`src/logic/mcr_consts.vh`:
```
`ifndef MCR_CONSTS_VH
`define MCR_CONSTS_VH
// Control packet flag value
`define MCR_CTL_FLAG_SET 1'h1
// Control type codes
`define MCR_CT_REG 4'h1
`define MCR_CT_CON 4'h2
`define MCR_CT_PRO 4'h3
`define MCR_CT_BSI 4'h4
`define MCR_CT_FRA 4'h5
`define MCR_CT_CFP 4'h6
`define MCR_CT_ALV 4'h7
`define MCR_CT_MUL 4'h8
`define MCR_CT_PRM 4'h9
`define MCR_CT_SEC 4'hA
// Registration header bit positions (16-bit header word)
`define MCR_REG_NEG_BIT 15
`define MCR_REG_ROAM_BIT 14
`define MCR_SECURITY_PROFILE_CAPABILITY_HI 13
`define MCR_SECURITY_PROFILE_CAPABILITY_LO 12
`define MCR_REG_PA_BIT 8
`define MCR_REG_TIME_HI 2
`define MCR_REG_TIME_LO 0
// Keep-alive base wait in seconds
`define MCR_ALV_BASE_S 32
// Node states
`define MCR_ST_UNREG 2'h0
`define MCR_ST_REG 2'h1
`define MCR_ST_SWITCH 2'h2
// Retry engine states
`define MCR_RS_IDLE 2'h0
`define MCR_RS_WAIT 2'h1
`define MCR_RS_DONE 2'h2
`define MCR_RS_FAIL 2'h3
// Tick divider: 1 ms at 40 MHz
`define MCR_TICK_NS 1000000
`define MCR_CLK_NS 25
`define MCR_TICK_CYC (`MCR_TICK_NS / `MCR_CLK_NS)
`endif

```
`src/logic/mcr_retry_engine.v`:
```
`timescale 1ns/100ps
`default_nettype none
`include "mcr_consts.vh"
module mcr_retry_engine (
  input wire core_clk,
  input wire rstn,
  input wire tick,
  input wire start,
  input wire gotReply,
  input wire abort,
  input wire [15:0] retryInterval,
  input wire [3:0] retryLimit,
  output reg resend,
  output reg done,
  output reg fail,
  output reg busy,
  output reg [3:0] retryCount
);
  reg [1:0] state_q;
  reg [15:0] timer_q;

  // Timer, counter and retry decisions
  always @(posedge core_clk) begin
    resend <= 1'b0;
    done <= 1'b0;
    fail <= 1'b0;
    if (!rstn || abort) begin
      state_q <= `MCR_RS_IDLE;
      timer_q <= 16'h0000;
      retryCount <= 4'h0;
      busy <= 1'b0;
    end else begin
      case (state_q)
        `MCR_RS_IDLE: begin
          if (start) begin
            state_q <= `MCR_RS_WAIT;
            timer_q <= retryInterval;
            retryCount <= 4'h0;
            busy <= 1'b1;
          end
        end
        `MCR_RS_WAIT: begin
          if (gotReply) begin
            state_q <= `MCR_RS_IDLE;
            busy <= 1'b0;
            done <= 1'b1;
          end else if (tick) begin
            if (timer_q > 16'h0001) begin
              timer_q <= timer_q - 16'h0001;
            end else if (retryCount + 4'h1 < retryLimit) begin
              retryCount <= retryCount + 4'h1;
              timer_q <= retryInterval;
              resend <= 1'b1;
            end else begin
              retryCount <= retryCount + 4'h1;
              state_q <= `MCR_RS_IDLE;
              busy <= 1'b0;
              fail <= 1'b1;
            end
          end
        end
        default: begin
          state_q <= `MCR_RS_IDLE;
        end
      endcase
    end
  end
endmodule
`default_nettype wire

```
`src/logic/mcr_control_engine.v`:
```
`timescale 1ns/100ps
`default_nettype none
`include "mcr_consts.vh"
module mcr_control_engine (
  input wire core_clk,
  input wire rstn,
  // Management settings
  input wire [15:0] retryInterval,
  input wire [3:0] retryLimit,
  input wire [7:0] missedBeaconLimit,
  // Beacon timing
  input wire beaconSlot,
  input wire beaconSeen,
  input wire switchMode,
  // Received PDU
  input wire rxValid,
  input wire rxControlFlag,
  input wire [3:0] rxControlType,
  input wire rxIsReply,
  input wire [7:0] rxTransId,
  // Requester side
  input wire reqStart,
  input wire [3:0] reqControlType,
  input wire reqNeedsReply,
  input wire reqThreeMsg,
  // Registration fill
  input wire [7:0] switchIdIn,
  input wire [13:0] nodeIdIn,
  input wire pathAggregates,
  input wire regNegative,
  input wire regRoaming,
  input wire [1:0] securityCap,
  input wire [2:0] keepAliveExp,
  input wire regRespSel,
  // Join done
  input wire joined,
  // Outputs
  output reg txSend,
  output reg txControlFlag,
  output reg [3:0] txControlType,
  output reg txIsReply,
  output reg [7:0] txTransId,
  output reg [15:0] regHeader,
  output reg [7:0] switchIdOut,
  output reg [13:0] nodeIdOut,
  output reg rxCtlValid,
  output reg [3:0] rxCtlType,
  output reg rxNewRequest,
  output reg linkLost,
  output reg beaconTxEnable,
  output reg closeAllConns,
  output reg searching,
  output reg [1:0] nodeState,
  output reg reqDone,
  output reg reqFail,
  output reg reqBusy,
  output reg [3:0] reqRetryCount,
  output reg respBusy
);
  ////////////////////////////////////////////////////////////////////////
  reg [15:0] tickCnt_q;
  reg tick_q;
  reg [7:0] missCnt_q;
  reg [7:0] lastRxId_q;
  reg lastRxIdValid_q;
  reg [7:0] reqId_q;
  reg [3:0] reqType_q;
  reg respType_q;
  reg [3:0] respCtype_q;
  reg [7:0] respId_q;
  wire reqResend;
  wire reqDoneW;
  wire reqFailW;
  wire reqBusyW;
  wire [3:0] reqCntW;
  wire respResend;
  wire respBusyW;
  wire ctlIn;
  wire isReply;
  wire isRequest;
  wire isRepeat;
  wire listed;
  wire reqGo;
  wire respGo;
  wire lossNow;

  assign ctlIn = rxValid && (rxControlFlag == `MCR_CTL_FLAG_SET);
  assign isReply = ctlIn && rxIsReply;
  assign isRequest = ctlIn && !rxIsReply;
  assign isRepeat = isRequest && lastRxIdValid_q && (rxTransId == lastRxId_q);
  assign listed = (reqControlType == `MCR_CT_CON) ||
                  (reqControlType == `MCR_CT_REG) ||
                  (reqControlType == `MCR_CT_PRO) ||
                  (reqControlType == `MCR_CT_BSI) ||
                  (reqControlType == `MCR_CT_MUL);
  assign reqGo = reqStart && reqNeedsReply && listed && !reqBusyW;
  assign respGo = isRequest && !isRepeat && reqThreeMsg && !respBusyW;
  assign lossNow = beaconSlot && !beaconSeen &&
                   (missCnt_q + 8'h01 >= missedBeaconLimit) &&
                   (nodeState != `MCR_ST_UNREG);

  ////////////////////////////////////////////////////////////////////////
  // Millisecond tick divider
  always @(posedge core_clk) begin
    if (!rstn) begin
      tickCnt_q <= 16'h0000;
      tick_q <= 1'b0;
    end else if (tickCnt_q == `MCR_TICK_CYC - 1) begin
      tickCnt_q <= 16'h0000;
      tick_q <= 1'b1;
    end else begin
      tickCnt_q <= tickCnt_q + 16'h0001;
      tick_q <= 1'b0;
    end
  end

  ////////////////////////////////////////////////////////////////////////
  // requester own engine
  mcr_retry_engine reqEngine (
    .core_clk(core_clk),
    .rstn(rstn),
    .tick(tick_q),
    .start(reqGo),
    .gotReply(isReply && reqBusyW && rxTransId == reqId_q),
    .abort(lossNow),
    .retryInterval(retryInterval),
    .retryLimit(retryLimit),
    .resend(reqResend),
    .done(reqDoneW),
    .fail(reqFailW),
    .busy(reqBusyW),
    .retryCount(reqCntW)
  );

  mcr_retry_engine respEngine (
    .core_clk(core_clk),
    .rstn(rstn),
    .tick(tick_q),
    .start(respGo),
    .gotReply(isReply && respBusyW && rxTransId == respId_q),
    .abort(lossNow),
    .retryInterval(retryInterval),
    .retryLimit(retryLimit),
    .resend(respResend),
    .done(),
    .fail(),
    .busy(respBusyW),
    .retryCount()
  );

  ////////////////////////////////////////////////////////////////////////
  // Beacon miss counter and node state
  always @(posedge core_clk) begin
    closeAllConns <= 1'b0;
    linkLost <= 1'b0;
    if (!rstn) begin
      missCnt_q <= 8'h00;
      nodeState <= `MCR_ST_UNREG;
      beaconTxEnable <= 1'b0;
      searching <= 1'b1;
    end else if (lossNow) begin
      missCnt_q <= 8'h00;
      linkLost <= 1'b1;
      beaconTxEnable <= 1'b0;
      closeAllConns <= 1'b1;
      nodeState <= `MCR_ST_UNREG;
      searching <= 1'b1;
    end else if (reqFailW && nodeState != `MCR_ST_UNREG) begin
      nodeState <= `MCR_ST_UNREG;
      beaconTxEnable <= 1'b0;
      closeAllConns <= 1'b1;
      searching <= 1'b1;
    end else begin
      if (beaconSlot) begin
        missCnt_q <= (beaconSeen || nodeState == `MCR_ST_UNREG) ?
          8'h00 : missCnt_q + 8'h01;
      end
      if (joined && nodeState == `MCR_ST_UNREG) begin
        nodeState <= `MCR_ST_REG;
        searching <= 1'b0;
      end else if (nodeState != `MCR_ST_UNREG) begin
        nodeState <= switchMode ? `MCR_ST_SWITCH : `MCR_ST_REG;
        beaconTxEnable <= switchMode;
      end
    end
  end

  ////////////////////////////////////////////////////////////////////////
  // Receive decode and duplicate memory
  always @(posedge core_clk) begin
    if (!rstn) begin
      rxCtlValid <= 1'b0;
      rxCtlType <= 4'h0;
      rxNewRequest <= 1'b0;
      lastRxId_q <= 8'h00;
      lastRxIdValid_q <= 1'b0;
    end else begin
      rxCtlValid <= ctlIn;
      rxCtlType <= rxControlType;
      rxNewRequest <= isRequest && !isRepeat;
      if (isRequest) begin
        lastRxId_q <= rxTransId;
        lastRxIdValid_q <= 1'b1;
      end
    end
  end

  ////////////////////////////////////////////////////////////////////////
  // Transaction bookkeeping
  always @(posedge core_clk) begin
    if (!rstn) begin
      reqId_q <= 8'h00;
      reqType_q <= 4'h0;
      respCtype_q <= 4'h0;
      respId_q <= 8'h00;
      respType_q <= 1'b0;
    end else begin
      if (reqGo) begin
        reqId_q <= reqId_q + 8'h01;
        reqType_q <= reqControlType;
      end
      if (isRequest) begin
        respCtype_q <= rxControlType;
        respId_q <= rxTransId;
        respType_q <= 1'b1;
      end
    end
  end

  ////////////////////////////////////////////////////////////////////////
  // Transmit request, priority: reply, first send, resends
  always @(posedge core_clk) begin
    if (!rstn) begin
      txSend <= 1'b0;
      txControlFlag <= 1'b0;
      txControlType <= 4'h0;
      txIsReply <= 1'b0;
      txTransId <= 8'h00;
    end else begin
      txSend <= 1'b0;
      txControlFlag <= `MCR_CTL_FLAG_SET;
      if (isRequest) begin
        txSend <= 1'b1;
        txIsReply <= 1'b1;
        txControlType <= rxControlType;
        txTransId <= rxTransId;
      end else if (reqGo) begin
        txSend <= 1'b1;
        txIsReply <= 1'b0;
        txControlType <= reqControlType;
        txTransId <= reqId_q + 8'h01;
      end else if (reqResend) begin
        txSend <= 1'b1;
        txIsReply <= 1'b0;
        txControlType <= reqType_q;
        txTransId <= reqId_q;
      end else if (respResend && respType_q) begin
        txSend <= 1'b1;
        txIsReply <= 1'b1;
        txControlType <= respCtype_q;
        txTransId <= respId_q;
      end
    end
  end

  ////////////////////////////////////////////////////////////////////////
  // Status outputs
  always @(posedge core_clk) begin
    if (!rstn) begin
      reqDone <= 1'b0;
      reqFail <= 1'b0;
      reqBusy <= 1'b0;
      reqRetryCount <= 4'h0;
      respBusy <= 1'b0;
    end else begin
      reqDone <= reqDoneW;
      reqFail <= reqFailW;
      reqBusy <= reqBusyW;
      reqRetryCount <= reqCntW;
      respBusy <= respBusyW;
    end
  end

  ////////////////////////////////////////////////////////////////////////
  // Registration header fill
  always @(posedge core_clk) begin
    if (!rstn) begin
      regHeader <= 16'h0000;
      switchIdOut <= 8'h00;
      nodeIdOut <= 14'h0000;
    end else begin
      regHeader <= 16'h0000;
      regHeader[`MCR_REG_NEG_BIT] <= regNegative;
      regHeader[`MCR_SECURITY_PROFILE_CAPABILITY_HI:`MCR_SECURITY_PROFILE_CAPABILITY_LO] <= securityCap;
      regHeader[`MCR_REG_ROAM_BIT] <= regRoaming;
      regHeader[`MCR_REG_PA_BIT] <= regRespSel && pathAggregates;
      regHeader[`MCR_REG_TIME_HI:`MCR_REG_TIME_LO] <=
        regRespSel ? keepAliveExp : 3'h0;
      switchIdOut <= switchIdIn;
      nodeIdOut <= nodeIdIn;
    end
  end
endmodule
`default_nettype wire

```
`config.mk`:
```
export PLATFORM = sky130hd
export DESIGN_NAME = mcr_control_engine
export DESIGN_NICKNAME = d
export VERILOG_FILES = /design/src/logic/mcr_retry_engine.v /design/src/logic/mcr_control_engine.v
export VERILOG_INCLUDE_DIRS = /design/src /design/src/logic
export SDC_FILE = /design/constraint.sdc
export NUM_CORES = 1
export LEC_CHECK = 0
export BUFFER_PORTS_ARGS = -buffer_cell sky130_fd_sc_hd__buf_4
export CAP_MARGIN = 20
export CORE_MARGIN = 1
export CORE_UTILIZATION = 55
export CTS_CLUSTER_DIAMETER = 150
export DETAILED_ROUTE_END_ITERATION = 8
export GPL_TIMING_DRIVEN = 0
export PLACE_DENSITY = 0.88
export RECOVER_POWER = 100
export SYNTH_ARGS = -nofsm -noshare
export SYNTH_HDL_FRONTEND = slang
export SYNTH_SLANG_ARGS = --single-unit
```
`constraint.sdc`:
```
create_clock -name core_clk -period 3.8 [get_ports core_clk]
set_input_delay 0.57 -clock core_clk [delete_from_list [all_inputs] [get_ports core_clk]]
set_output_delay 0.57 -clock core_clk [all_outputs]
set_load 0.005 [all_outputs]
```
==> impl_metrics.csv <==
group,metric,value,unit
detailed_routing,drt-initial-drc-count,705,
synthesis,synth_top_area_cell,"dfxtp_1",
worst_setup_path,start_kind,"flop",
cts,cts_tree,"done",
place,hpwl,15200,um
synthesis,ys_seq_area_share,41.8,%
worst_setup_path,slowest_stage,"o31ai_1",
global_routing,grt_start_max_net_pins,17,
floorplanning,die-width,120,um
global_routing,grt_pass1_vias,7037,
timing,min_period_over_period,93.7,%
cts,cts_hold_buf,0,
cts,clk_latency,440,ps
synthesis,synthArstFlopShare,0,%
timing,slew-limit-headroom,26.5,%
synthesis,synth_common_cells,"dfxtp_1 (161), nand2_1 (100), nor2_1 (88)",
outcome,status,"finished, final reports clean",
synthesis,ys_ff_latch,161,
timing,worst_slew_pin_slew,1100,ps
detailed_routing,drcViolationCount,0,
timing,fmax,281,MHz
final_layout,final_core_util,71.8,%
synthesis,avgSynthCellArea,8.42,um^2
detailed_routing,viasPerCell,5.86,
final_layout,antenna_cells,0,
floorplanning,io_pins,160,
worst_setup_path,crit_fanout,10,
power,cellPowerDensity,413,nW/um^2
detailed_routing,firstDrtPassIters,6,
place,place_area,9090,um^2
synthesis,yosys_warnings,0,
detailed_routing,wire_per_inst,16.6,um
final_layout,postLayoutCellArea,9670,um^2
final_layout,nFillCells,1023,
synthesis,synth_cells,915,
floorplanning,row_count,42,
cts,path_clk_slew,60,ps
global_routing,grt_use_total,29.6,%
final_layout,final_nets,1203,
place,port_buffers,151,
worst_setup_path,required,4120,ps
global_routing,antenna_found_initial,0,
cts,post_cts_buffers,0,
global_routing,grt_pass1_wl,33900,um
timing,hold_viol,0,
synthesis,yosysMostFrequentCell,"dfxtp_1",
floorplanning,core_area,13500,um^2
worst_setup_path,cp-end-kind,"flop",
detailed_routing,route.vias.total,7512,
floorplanning,initial_utilization,57.3,%
synthesis,synth-edff-count,0,
synthesis,synth_top_area_share,41.8,%
power,p_leak,4.06,nW
worst_hold_path,hold_path_class,"input pin to flop",
place,place.gp.congestion,0.966,
worst_setup_path,cp_data_arrival_time,3880,ps
worst_setup_path,r2r_slack,240,ps
final_layout,area_growth,25.4,%
timing,rsz0062_at_grt,"true",
power,ir_worst_vdd,0.286,mV
timing,min_period,3560,ps
synthesis,synth_area,7710,um^2
synthesis,yosysUniqueCellTypes,73,
detailed_routing,routed_wl,21200,um
synthesis,synthTopCellsByArea,"dfxtp_1 (42%), nand2_1 (4.9%), a21oi_1 (4.7%)",
floorplanning,die_h,120,um
detailed_routing,detail-route-antenna-nets,0,
worst_setup_path,worstSetupPathType,"flop to flop",
synthesis,synth_ff_type,"dfxtp_1",
worst_setup_path,max_stage_delay,480,ps
timing,report.final.slew_viol_count,0,
cts,cts_buffers,17,
cts,htree_levels,4,
floorplanning,die_area,14500,um^2
run,drv_cap,0,
cts,clockBufferDepth,2,
global_routing,grt_overflow,0,
timing,clock_skew,15.0,ps
timing,finalSetupViolCount,0,
cts,cts_sinks,161,
final_layout,final_layout_size_suffix_gt1_share,20.7,%
worst_setup_path,path_cells,"ha_1 > nand3_1 > nor2_1 > xor2_1 > ha_1 > nand4_1 > o31ai_1 > a21o_1 > clkbuf_1 > clkbuf_1 > a211oi_1 > a31o_2",
cts,cts_resized,1,
cts,cts-root-buf,"clkbuf_16",
## worst paths after layout
path	start	end	depth (start not counted)
hold / removal	rstn	txControlFlag	1
hold reg to reg	reqEngine.done	reqDone	1
setup reg to reg	missCnt_q[0]	reqEngine.retryCount[2]	12
setup / recovery	missCnt_q[0]	reqEngine.retryCount[2]	12
## worst max-delay path, delay by kind of cell (launching register included)
| kind | cells | cell delay, ps |
|---|---|---|
| compound gates | 4 | 1060 |
| xor+xnor | 1 | 110 |
| fa+ha+maj | 2 | 570 |
| buf+inv | 2 | 780 |
| flops | 1 | 400 |
| simple gates | 3 | 510 |
## cell usage in the layout, fill, tap and decap left out, types with 18 or more instances in the layout
master / n
nor3_1: 31
a21oi_1: 71
and2_0: 22
a32o_1: 18
nand2_1: 100
buf_4: 95
inv_1: 28
clkbuf_4: 62
xor2_1: 19
o21ai_0: 50
clkbuf_1: 40
xnor2_1: 26
and2_1: 19
dfxtp_1: 161
ha_1: 23
nor2_1: 88
nand3_1: 32
## where the power goes
| part | switching, W | leakage (nW) | internal [W] |
|---|---|---|---|
| logic | 0.000274 | 2.47 | 0.000223 |
| clock network | 0.000707 | 0.274 | 0.00101 |
| registers | 0.0000358 | 1.31 | 0.00174 |
## through the flow
stage	setup WS, ps	hold WS, ps	power (W)	instances	setup TNS, ps
floorplan	902	412	0.00209	922	0
global placement	117	416	0.00229	1249	0
detailed placement	51.2	424	0.00230	1249	0
CTS	162	236	0.00399	1280	0
global route	-20.0	264	0.00412	1281	-26.5
finish	239	263	0.00399	1281	0
## logic make-up after synthesis
logic type	after synthesis	synth area share, %
AND/OR/NAND/NOR	365	23.3
AO/OA/AOI/OAI	218	18.8
flip-flops	161	41.8
buffers and inverters	87	5.11
XOR/XNOR	45	5.11
adder cells (fa/ha/maj)	23	3.73
multiplexers	15	2.05
other	1	0.0486
## registers in the layout, summed over array words and instances (netlist names), 14 cells and up
signal              flops
nodeIdOut              14
reqEngine.timer_q      16
respEngine.timer_q     16
tickCnt_q              16
## area by class of cell
| class | count | area [um^2] | share of cell area (%) |
|---|---|---|---|
| clock inverter | 10 | 128 | 1.32 |
| multi-input combinational | 674 | 4120 | 42.6 |
| tap | 176 | 220 | 2.28 |
| timing repair buffer | 152 | 1120 | 11.6 |
| clock buffer | 21 | 460 | 4.76 |
| sequential | 161 | 3220 | 33.3 |
| inverter | 28 | 105 | 1.09 |
| buffer | 59 | 293 | 3.03 |
## routing by layer
layer  vias up  part of all wire, %  GRT usage (%)
met2       399                   48           50.8
met3        48                  9.0           6.08
li1       3584                    -              -
met5         -                    0              0
met1      3481                   40           36.3
met4         0                  2.3           11.8
No activity file was read; power rests on OpenSTA's default activity.
